==> src/hw/mtp_pkg.sv <==
// Purpose: Constants and types of the service timer and current pulse.
// Assumes: 40 MHz clock, 100 ms fine tick, currents in 0.1 A units.
// Notes:
// Contract
// - Count whole hours, save hourly, show hundreds.
// - Partial hours never add to the total.
// - Counter saturates at its maximum, never wraps.
// - Counter read-only; writing zero clears it.
// - Alarm when counter reaches threshold; 9999 disables.
// - Panel shows service indication with alarm.
// - Terminal code 95/195 routes the alarm.
// - Pulse code 93/193 only on transistor terminals.
// - Pulse frames repeat, fixed 20 s length.
// - Mask time after reaching constant speed.
// - One second start pulse; average during window.
// - Low width is avg/ref times 5 s, clamped.
// - Reference current sets the 100 percent point.
// - High pulse 2 to 9 s encodes counter.
// - No mask or sampling while speed changes.
// - Speed change in start pulse: invalid frame.
// - A started frame always completes.
// - Zero current at frame end stops frames.
// - Data-less low frame in three listed cases.
// - Monitor parameters writable regardless of protection.
// - Parameters settable only when display select zero.
package mtp_pkg;
  localparam int unsigned CLK_HZ = 40_000_000;
  localparam int unsigned FINE_TICK_MS = 100;
  localparam int unsigned TICK_CYC = CLK_HZ / 1000 * FINE_TICK_MS;
  localparam int unsigned HOUR_S = 3600;
  localparam int unsigned HOUR_TICKS = HOUR_S * 1000 / FINE_TICK_MS;
  // Segment times in ms, then in fine ticks.
  localparam int unsigned FRAME_MS = 20000;
  localparam int unsigned START_MS = 1000;
  localparam int unsigned LOW_MIN_MS = 500;
  localparam int unsigned LOW_MAX_MS = 9000;
  localparam int unsigned CUR_SCALE_MS = 5000;
  localparam int unsigned MNT_MIN_MS = 2000;
  localparam int unsigned MNT_MAX_MS = 9000;
  localparam int unsigned INV_HI_MS = 3500;
  localparam int unsigned MASK_MAX_MS = 20000;
  localparam logic [7:0] FRAME_T = 8'(FRAME_MS / FINE_TICK_MS);
  localparam logic [7:0] START_T = 8'(START_MS / FINE_TICK_MS);
  localparam logic [7:0] LOW_MIN_T = 8'(LOW_MIN_MS / FINE_TICK_MS);
  localparam logic [7:0] LOW_MAX_T = 8'(LOW_MAX_MS / FINE_TICK_MS);
  localparam logic [7:0] CUR_GAIN = 8'(CUR_SCALE_MS / FINE_TICK_MS);
  localparam logic [7:0] MNT_MIN_T = 8'(MNT_MIN_MS / FINE_TICK_MS);
  localparam logic [7:0] MNT_MAX_T = 8'(MNT_MAX_MS / FINE_TICK_MS);
  localparam logic [7:0] INV_HI_T = 8'(INV_HI_MS / FINE_TICK_MS);
  localparam logic [15:0] MASK_MAX_T = 16'(MASK_MAX_MS / FINE_TICK_MS);
  localparam logic [15:0] WIN_MAX_T = 16'(START_T);
  // Counter limits in 100 h units; knees at 16000 h and 72000 h.
  localparam logic [15:0] CNT_MAX = 16'h270e;
  localparam logic [15:0] ALARM_OFF = 16'h270f;
  localparam logic [6:0] SUB_LAST = 7'h63;
  localparam logic [15:0] KNEE_LO = 16'h00a0;
  localparam logic [15:0] KNEE_HI = 16'h02d0;
  localparam logic [15:0] REF_MAX = 16'h1388;
  localparam logic [15:0] RCT_OFF = 16'h270f;
  // Output terminal function codes.
  localparam logic [7:0] FN_ALARM = 8'h5f;
  localparam logic [7:0] FN_ALARM_N = 8'hc3;
  localparam logic [7:0] FN_PULSE = 8'h5d;
  localparam logic [7:0] FN_PULSE_N = 8'hc1;
  // Register offsets.
  localparam logic [7:0] OFF_CNT = 8'h00;
  localparam logic [7:0] OFF_THR = 8'h04;
  localparam logic [7:0] OFF_WIN = 8'h08;
  localparam logic [7:0] OFF_MASK = 8'h0c;
  localparam logic [7:0] OFF_REF = 8'h10;
  localparam logic [7:0] OFF_EXT = 8'h14;
  localparam logic [7:0] OFF_FNA = 8'h18;
  localparam logic [7:0] OFF_FNB = 8'h1c;
  localparam logic [7:0] OFF_FNR = 8'h20;
  localparam logic [7:0] OFF_RCT = 8'h24;
  localparam logic [7:0] OFF_STAT = 8'h28;
  // Reset values.
  localparam logic [15:0] RST_CNT = 16'h0000;
  localparam logic [15:0] RST_THR = ALARM_OFF;
  localparam logic [15:0] RST_WIN = WIN_MAX_T;
  localparam logic [15:0] RST_MASK = 16'h0000;
  localparam logic [15:0] RST_REF = 16'h0032;
  localparam logic [15:0] RST_EXT = 16'h0000;
  localparam logic [7:0] RST_FN = 8'h00;
  localparam logic [15:0] RST_RCT = RCT_OFF;

  typedef enum logic [8:0] {
    ST_IDLE = 9'b0_0000_0001,
    ST_MASK = 9'b0_0000_0010,
    ST_START = 9'b0_0000_0100,
    ST_LOWC = 9'b0_0000_1000,
    ST_HIGHM = 9'b0_0001_0000,
    ST_TAIL = 9'b0_0010_0000,
    ST_INVH = 9'b0_0100_0000,
    ST_INVL = 9'b0_1000_0000,
    ST_NODATA = 9'b1_0000_0000
  } mtp_st_t;

  typedef struct packed {
    logic wr;
    logic rd;
    logic [7:0] addr;
    logic [15:0] wdata;
  } mtp_bus_t;

  typedef struct packed {
    logic term_a;
    logic term_b;
    logic relay;
  } mtp_pins_t;
endpackage

==> src/hw/mtp_core.sv <==
// Purpose: Energized-hour service timer and average current pulse train.
// Assumes: Speed, restart and current inputs come from logic on this clock.
// Notes: The fine tick is 100 ms; all segment timing is in those ticks.
`timescale 1ns/100ps
module mtp_core
  import mtp_pkg::*;
#(
  parameter int unsigned TICK_CYCLES = TICK_CYC,
  parameter int unsigned HOUR_LEN = HOUR_TICKS,
  parameter logic [15:0] RATED_REF = RST_REF
)
(
  input wire logic sys_clk_i,
  input wire logic rst_i,
  input wire mtp_bus_t bus_i,
  output logic [15:0] rdata_o,
  input wire logic const_speed_i,
  input wire logic restart_busy_i,
  input wire logic [15:0] out_current_i,
  output mtp_pins_t pins_o,
  output logic service_alarm_out_o,
  output logic avg_current_pulse_out_o,
  output logic service_due_indication_o,
  output logic nv_save_o,
  output logic [15:0] nv_count_o,
  output logic [6:0] nv_frac_o
);

  ////////////////////////////////////////////////////////////////////////
  // State record.

  typedef struct packed {
    logic [21:0] div;
    logic [15:0] hour_ct;
    logic [6:0] sub;
    logic [15:0] cnt;
    logic [15:0] thr;
    logic [15:0] win;
    logic [15:0] mask;
    logic [15:0] ref_cur;
    logic [15:0] ext;
    logic [7:0] fna;
    logic [7:0] fnb;
    logic [7:0] fnr;
    logic [15:0] rct;
    mtp_st_t st;
    logic [7:0] fc;
    logic [15:0] seg;
    logic [19:0] sum;
    logic [27:0] acc;
    logic [7:0] mw;
    logic prev_cs;
    logic [15:0] rdata;
    logic nv_save;
    logic alarm;
    logic line;
    mtp_pins_t pins;
  } mtp_state_t;

  localparam mtp_state_t S_RST = '{
    div: '0, hour_ct: '0, sub: '0, cnt: RST_CNT, thr: RST_THR,
    win: RST_WIN, mask: RST_MASK, ref_cur: RATED_REF, ext: RST_EXT,
    fna: RST_FN, fnb: RST_FN, fnr: RST_FN, rct: RST_RCT,
    st: ST_IDLE, fc: '0, seg: '0, sum: '0, acc: '0, mw: '0,
    prev_cs: 1'b0, rdata: '0, nv_save: 1'b0, alarm: 1'b0,
    line: 1'b0, pins: '0
  };

  mtp_state_t s;
  mtp_state_t next_s;

  ////////////////////////////////////////////////////////////////////////
  // Helpers.

  // Picks the level that one output terminal shows for its code.
  function automatic logic route(
    input logic [7:0] fn,
    input logic alarm,
    input logic pulse
  );
    logic r;
    r = 1'b0;
    case (fn)
      FN_ALARM: r = alarm;
      FN_ALARM_N: r = ~alarm;
      FN_PULSE: r = pulse;
      FN_PULSE_N: r = ~pulse;
      default: r = 1'b0;
    endcase
    return r;
  endfunction

  logic tick;
  logic fend;
  logic entry;
  logic wr_ok;
  logic rst_en;
  logic [27:0] target;
  logic [27:0] step;
  logic [27:0] acc_n;
  logic [15:0] k;
  logic [15:0] d_cnt;
  logic [7:0] mwidth;

  ////////////////////////////////////////////////////////////////////////
  // Next-state logic.

  // One pass computes the whole next record from the current one.
  always_comb
  begin
    next_s = s;
    next_s.nv_save = 1'b0;
    next_s.rdata = 16'h0000;
    next_s.prev_cs = const_speed_i;
    tick = (s.div == 22'(TICK_CYCLES - 1));
    fend = tick && (s.fc == FRAME_T - 8'h01);
    entry = const_speed_i && !s.prev_cs;
    wr_ok = (s.ext == 16'h0000);
    rst_en = (s.rct != RCT_OFF);
    // Comparing k*ref*win against sum*gain avoids any divider.
    target = 28'(s.sum) * 28'(CUR_GAIN);
    step = 28'(s.ref_cur) * 28'(s.win);
    acc_n = s.acc + step;
    k = s.seg + 16'h0001;
    d_cnt = s.cnt - KNEE_LO;
    // Seven seconds over 560 counts is exactly one tick per eight.
    if (s.cnt < KNEE_LO)
    begin
      mwidth = MNT_MIN_T;
    end
    else if (s.cnt > KNEE_HI)
    begin
      mwidth = MNT_MAX_T;
    end
    else
    begin
      mwidth = MNT_MIN_T + d_cnt[10:3];
    end
    next_s.div = tick ? 22'h0 : s.div + 22'h1;

    // Hour accumulation; only completed hours count.
    if (tick)
    begin
      if (s.hour_ct == 16'(HOUR_LEN - 1))
      begin
        next_s.hour_ct = 16'h0000;
        next_s.nv_save = 1'b1;
        if (s.sub == SUB_LAST)
        begin
          next_s.sub = 7'h00;
          if (s.cnt < CNT_MAX)
          begin
            next_s.cnt = s.cnt + 16'h0001;
          end
        end
        else
        begin
          next_s.sub = s.sub + 7'h01;
        end
      end
      else
      begin
        next_s.hour_ct = s.hour_ct + 16'h0001;
      end
    end

    // Register writes; counter and parameter writes take effect only while ext is zero.
    if (bus_i.wr)
    begin
      case (bus_i.addr)
        OFF_CNT:
        begin
          if (wr_ok && bus_i.wdata == 16'h0000)
          begin
            next_s.cnt = 16'h0000;
            next_s.sub = 7'h00;
            next_s.hour_ct = 16'h0000;
          end
        end
        OFF_THR:
        begin
          if (wr_ok && bus_i.wdata <= ALARM_OFF)
          begin
            next_s.thr = bus_i.wdata;
          end
        end
        OFF_WIN:
        begin
          if (wr_ok && bus_i.wdata != 16'h0000 &&
              bus_i.wdata <= WIN_MAX_T)
          begin
            next_s.win = bus_i.wdata;
          end
        end
        OFF_MASK:
        begin
          if (wr_ok && bus_i.wdata <= MASK_MAX_T)
          begin
            next_s.mask = bus_i.wdata;
          end
        end
        OFF_REF:
        begin
          if (wr_ok && bus_i.wdata <= REF_MAX)
          begin
            next_s.ref_cur = bus_i.wdata;
          end
        end
        OFF_EXT: next_s.ext = bus_i.wdata;
        OFF_FNA: next_s.fna = bus_i.wdata[7:0];
        OFF_FNB: next_s.fnb = bus_i.wdata[7:0];
        OFF_FNR:
        begin
          // The relay cannot follow a pulse train, so that code is refused.
          if (bus_i.wdata[7:0] != FN_PULSE &&
              bus_i.wdata[7:0] != FN_PULSE_N)
          begin
            next_s.fnr = bus_i.wdata[7:0];
          end
        end
        OFF_RCT: next_s.rct = bus_i.wdata;
        default: next_s.rct = s.rct;
      endcase
    end

    // Register reads; unmapped addresses return zero.
    if (bus_i.rd)
    begin
      case (bus_i.addr)
        OFF_CNT: next_s.rdata = s.cnt;
        OFF_THR: next_s.rdata = s.thr;
        OFF_WIN: next_s.rdata = s.win;
        OFF_MASK: next_s.rdata = s.mask;
        OFF_REF: next_s.rdata = s.ref_cur;
        OFF_EXT: next_s.rdata = s.ext;
        OFF_FNA: next_s.rdata = {8'h00, s.fna};
        OFF_FNB: next_s.rdata = {8'h00, s.fnb};
        OFF_FNR: next_s.rdata = {8'h00, s.fnr};
        OFF_RCT: next_s.rdata = s.rct;
        OFF_STAT: next_s.rdata = {5'h00, s.st, s.line, s.alarm};
        default: next_s.rdata = 16'h0000;
      endcase
    end

    // Frame position advances on every tick inside a frame.
    if (s.st != ST_IDLE && s.st != ST_MASK && tick)
    begin
      next_s.fc = fend ? 8'h00 : s.fc + 8'h01;
    end

    // Pulse sequencer.
    case (s.st)
      ST_IDLE:
      begin
        if (entry)
        begin
          next_s.st = ST_MASK;
          next_s.seg = 16'h0000;
        end
      end
      ST_MASK:
      begin
        if (!const_speed_i)
        begin
          next_s.st = ST_IDLE;
        end
        else if (tick)
        begin
          if (s.seg >= s.mask)
          begin
            next_s.fc = 8'h00;
            next_s.seg = 16'h0000;
            next_s.sum = 20'h0;
            if (rst_en && restart_busy_i)
            begin
              next_s.st = ST_NODATA;
            end
            else
            begin
              next_s.st = ST_START;
            end
          end
          else
          begin
            next_s.seg = s.seg + 16'h0001;
          end
        end
      end
      ST_START:
      begin
        if (!const_speed_i)
        begin
          next_s.st = ST_INVH;
        end
        else if (tick)
        begin
          if (16'(s.fc) < s.win)
          begin
            next_s.sum = s.sum + 20'(out_current_i);
          end
          if (s.fc == START_T - 8'h01)
          begin
            next_s.st = ST_LOWC;
            next_s.seg = 16'h0000;
            next_s.acc = 28'h0;
          end
        end
      end
      ST_LOWC:
      begin
        if (tick)
        begin
          next_s.seg = k;
          next_s.acc = acc_n;
          // Minimum width first, then the ratio, capped at the maximum.
          if ((k >= 16'(LOW_MIN_T) && acc_n >= target) ||
              k == 16'(LOW_MAX_T))
          begin
            next_s.st = ST_HIGHM;
            next_s.seg = 16'h0000;
            next_s.mw = mwidth;
          end
        end
      end
      ST_HIGHM:
      begin
        if (tick)
        begin
          next_s.seg = k;
          if (k == 16'(s.mw))
          begin
            next_s.st = ST_TAIL;
          end
        end
      end
      ST_INVH:
      begin
        if (tick && s.fc == INV_HI_T - 8'h01)
        begin
          next_s.st = ST_INVL;
        end
      end
      ST_TAIL, ST_INVL, ST_NODATA:
      begin
        // Speed changes are ignored here so the frame runs out.
        if (fend)
        begin
          next_s.sum = 20'h0;
          if (out_current_i == 16'h0000)
          begin
            next_s.st = ST_IDLE;
          end
          else if (!const_speed_i)
          begin
            // One empty frame, then wait for a fresh constant speed.
            next_s.st = (s.st == ST_NODATA) ? ST_IDLE : ST_NODATA;
          end
          else if (rst_en && restart_busy_i)
          begin
            next_s.st = ST_NODATA;
          end
          else
          begin
            next_s.st = ST_START;
          end
        end
      end
      default: next_s.st = ST_IDLE;
    endcase

    // Registered outputs follow the next state.
    next_s.line = (next_s.st == ST_START) || (next_s.st == ST_HIGHM) ||
      (next_s.st == ST_INVH);
    next_s.alarm = (next_s.thr != ALARM_OFF) &&
      (next_s.cnt >= next_s.thr);
    next_s.pins.term_a = route(next_s.fna, next_s.alarm, next_s.line);
    next_s.pins.term_b = route(next_s.fnb, next_s.alarm, next_s.line);
    next_s.pins.relay = route(next_s.fnr, next_s.alarm, 1'b0);
  end

  ////////////////////////////////////////////////////////////////////////
  // State register.

  // The whole record resets to constants.
  always_ff @(posedge sys_clk_i or posedge rst_i)
  begin
    if (rst_i)
    begin
      s <= S_RST;
    end
    else
    begin
      s <= next_s;
    end
  end

  // Outputs straight from the record.
  assign rdata_o = s.rdata;
  assign pins_o = s.pins;
  assign service_alarm_out_o = s.alarm;
  assign service_due_indication_o = s.alarm;
  assign avg_current_pulse_out_o = s.line;
  assign nv_save_o = s.nv_save;
  assign nv_count_o = s.cnt;
  assign nv_frac_o = s.sub;

endmodule // mtp_core

==> config.mk <==
export PLATFORM = sky130hd
export DESIGN_NAME = mtp_core
export DESIGN_NICKNAME = d
export VERILOG_FILES = /design/src/hw/mtp_pkg.sv /design/src/hw/mtp_core.sv
export SDC_FILE = /design/constraint.sdc
export NUM_CORES = 2
export LEC_CHECK = 0
export BUFFER_PORTS_ARGS = -buffer_cell sky130_fd_sc_hd__buf_2
export CORE_ASPECT_RATIO = 1.75
export CORE_MARGIN = 4
export CORE_UTILIZATION = 46
export DETAILED_ROUTE_END_ITERATION = 10
export SLEW_MARGIN = 20
export SYNTH_ARGS = -nofsm -noshare
export SYNTH_HDL_FRONTEND = slang
export SYNTH_SLANG_ARGS = --single-unit
==> constraint.sdc <==
create_clock -name sys_clk_i -period 11.02 [get_ports sys_clk_i]
set_clock_uncertainty 0.1 [all_clocks]
set_input_delay 0.551 -clock sys_clk_i [delete_from_list [all_inputs] [get_ports sys_clk_i]]
set_output_delay 0.551 -clock sys_clk_i [all_outputs]
set_load 0.02 [all_outputs]
==> flow_metrics.env <==
export IMPL_reg2reg_depth=31
export IMPL_finalHoldViolations=0
export IMPL_max_freq_ghz=0.105
export IMPL_initial_core_util=0.466
export IMPL_path_max_fanout=19
export IMPL_power_frac_clock=0.429
export IMPL_grt_max_degree=175
export IMPL_synth_seq_area_share=0.266
export IMPL_yosysWarnings=0
export IMPL_pwr_share_comb=0.134
export IMPL_hpwl_um=64500
export IMPL_timing_final_ws_setup_ps=1540
export IMPL_routed_via_count=21400
export IMPL_design_area_um2=29500
export IMPL_drtIter0Drc=1208
export IMPL_port_buffers=91
export IMPL_drt_met1_wl_um=27800
export IMPL_hold_buffers=0
export IMPL_ys_async_sr_fraction=1.00
export IMPL_final_max_slew_viol_count=0
export IMPL_cts_htree_levels=1
export IMPL_cts_buffers=30
export IMPL_grt_overflow_total=0
export IMPL_wl_per_cell_um=21.9
export IMPL_critPathLaunch="s[203]"
export IMPL_cp_slowest_stage_delay_ps=840
export IMPL_post_cts_buffers=0
export IMPL_postSynthAreaPerCell_um2=9.41
export IMPL_grt_antenna_before_repair=2
export IMPL_ant_nets=0
export IMPL_worst_r2r_endpoint="s[90]"
export IMPL_syn_area_um2=27600
export IMPL_crit_path_end="s[90]"
export IMPL_drive_above_1_share=0.109
export IMPL_cts_root_buf="clkbuf_16"
export IMPL_drcViolationCount=0
export IMPL_cts_tree="done"
export IMPL_switching_share=0.280
export IMPL_peakVddDrop_uv=116
export IMPL_internal_power_mw=1.85
export IMPL_timing_rr_start="s[203]"
export IMPL_final_nets=3444
export IMPL_powerDensity_nw_per_um2=87.2
export IMPL_worst_ep_arrival_time_ps=9880
export IMPL_cp_num_buf_inv=5
export IMPL_synth_top_area_frac=0.245
export IMPL_tightestPinTransition_ps=1040
export IMPL_clk_latency_ps=610
export IMPL_r2r_slack_ps=1540
export IMPL_crit_required_ps=11420
export IMPL_antenna_cells=0
export IMPL_ys_ff_latch=293
export IMPL_wl_met2_um=43800
export IMPL_ctsResizeCount=0
export IMPL_path_depth=31
export IMPL_top_layer="met5"
export IMPL_dieArea_um2=64200
export IMPL_die_x_um=193
export IMPL_synthDistinctLibCells=103
export IMPL_synthCells=2938
export IMPL_crit_top_cell="fa_1"
export IMPL_grt_pass1_wl_um=129000
export IMPL_dpl_instance_area_um2=28400
export IMPL_rows=118
export IMPL_routabilityCongestion=0.953
export IMPL_rsz0062_at_grt="false"
export IMPL_synth_area_leaders="dfrtp_1 (25%), fa_1 (17%), ha_1 (11%), inv_1 (6.3%), nand2_1 (3.9%)"
export IMPL_cts_num_sinks=293
export IMPL_die_h_um=332
export IMPL_layout_area_seq_um2=7360
export IMPL_crit_type="reg2reg"
export IMPL_setup_viol=0
export IMPL_dp_slack_ps=1560
export IMPL_max_cap_violations=0
export IMPL_first_global_vias=23100
export IMPL_clock_path_buffers=3
export IMPL_startpoint_type="register"
export IMPL_fin_crit_sh=0.860
export IMPL_leakage_nw=14.8
export IMPL_syn_nets=3455
export IMPL_vias_per_cell=5.75
export IMPL_synth_edf_count=0
export IMPL_num_fill_cells=5645
export IMPL_core_area_um2=59400
export IMPL_power_frac_seq=0.437
export IMPL_tns_ps=0
export IMPL_cp_slowest_cell="o41ai_4"
export IMPL_firstDrtPassIters=5
export IMPL_end_kind="register"
export IMPL_met3_length_um=3370
export IMPL_slew_headroom=0.305
export IMPL_io_pins=92
export IMPL_critPathTopFamily="adder cells"
export IMPL_period_minus_slack_ps=9480
export IMPL_min_path_type="in2async"
export IMPL_power_switching_uw=719
export IMPL_ys_flop_type="dfrtp_1"
export IMPL_multi_input_area_um2=17800
export IMPL_clk_pin_slew_ps=70
export IMPL_totalWireLength_um=81700
export IMPL_syn2layout_area_growth_pct=6.70
export IMPL_status="complete, no violations"
export IMPL_track_usage=0.252
export IMPL_yosysTopAreaCell="dfrtp_1"
## Yosys cell counts, types with 10 or more instances
cell and n:
a211oi_1 17, o31ai_1 23, and2_1 151, nand2b_1 14
o211ai_1 13, a22o_1 44, and3_1 20, dfstp_2 22
nand4_1 27, xor2_1 65, xnor2_1 62, nor4_1 24
o21ai_0 68, or3_1 17, a21o_1 43, a22oi_1 17
dfrtp_1 271, fa_1 232, buf_4 48, nor3_1 46
ha_1 239, a222oi_1 13, mux2i_1 25, o21bai_1 10
nor2_1 126, nand3_1 63, nand2_1 290, a31oi_1 31
a21oi_1 86, a221oi_1 20, mux2_2 72, inv_1 463
clkbuf_1 87, o21a_1 14
## cell type report
cell class / instances / share of cell area
clock buffer: 34 / 0.0274
clock inverter: 22 / 0.00806
inverter: 463 / 0.0592
multi-input combinational: 2029 / 0.602
sequential: 293 / 0.249
tap: 780 / 0.0331
timing repair buffer: 110 / 0.0210
## through the flow
step	hold slack [ps]	std cells	total power, mW	util
floorplan	356	2938	1.38	-
global placement	376	3674	1.48	0.479
detailed placement	381	3674	1.49	0.479
CTS	37.2	3730	2.60	0.496
global route	61.3	3731	2.68	0.497
finish	35.9	3731	2.57	0.497
## worst reg2reg max path: cells and delay by family (launching register included)
kind / cells / cell delay, ps
fa+ha+maj: 8 / 3740
compound gates: 13 / 3620
flops: 1 / 810
simple gates: 4 / 680
buf+inv: 5 / 240
xor+xnor: 1 / 190
## cells by family (layout without fill, tap and decap cells)
group,count (synthesis),after routing,synth area share
AND/OR/NAND/NOR,860,860,0.161
AO/OA/AOI/OAI,471,471,0.123
multiplexers,97,97,0.0384
flip-flops,293,293,0.266
XOR/XNOR,130,130,0.0427
buffers and inverters,616,629,0.0929
adder cells (fa/ha/maj),471,471,0.276
## sequential cells by signal (all words and copies together) (netlist names)
signal                   flops
service_alarm_out_o          1
avg_current_pulse_out_o      1
s                          248
rdata_o                     16
nv_count_o                  16
pins_o                       3
nv_frac_o                    7
nv_save_o                    1
## placed cells by master (no fill, tap or decap), types with 14 or more instances in the layout
| cell type | n |
|---|---|
| buf_4 | 17 |
| xor2_1 | 65 |
| inv_1 | 462 |
| a22o_1 | 44 |
| clkbuf_16 | 31 |
| o21ai_0 | 68 |
| a211oi_1 | 17 |
| a31oi_1 | 31 |
| nand3_1 | 63 |
| buf_2 | 91 |
| a221oi_1 | 20 |
| xnor2_1 | 62 |
| mux2i_1 | 25 |
| a21oi_1 | 86 |
| nand2b_1 | 14 |
| nor3_1 | 46 |
| o21a_1 | 14 |
| and3_1 | 20 |
| o31ai_1 | 23 |
| dfrtp_1 | 271 |
| a22oi_1 | 17 |
| nand2_1 | 290 |
| nor2_1 | 126 |
| nand4_1 | 27 |
| mux2_2 | 72 |
| ha_1 | 239 |
| a21o_1 | 43 |
| or3_1 | 17 |
| and2_1 | 151 |
| nor4_1 | 24 |
| fa_1 | 232 |
| dfstp_2 | 22 |
## worst min-delay path by stage
stage	start	end	cells past startpoint
floorplan	s[32]	s[32]	2
global placement	s[275]	s[275]	1
detailed placement	s[45]	s[45]	1
CTS	const_speed_i	s[22]	1
global route	const_speed_i	s[22]	1
finish	rst_i	s[89]	2
## per-layer routing
metal / vias to the layer above / global-route usage
met4: 4 / 0.170
met3: 279 / 0.0274
met1: 10700 / 0.260
met5: - / 0
met2: 651 / 0.475
li1: 9764 / -
## power by group through the flow
stage | Combinational [mW] | Sequential [mW] | Clock (mW)
floorplan | 0.246 | 1.13 | 0
global placement | 0.335 | 1.14 | 0
detailed placement | 0.344 | 1.14 | 0
CTS | 0.346 | 1.12 | 1.13
global route | 0.385 | 1.12 | 1.17
finish | 0.344 | 1.12 | 1.10
No activity file was read; power rests on OpenSTA's default activity.
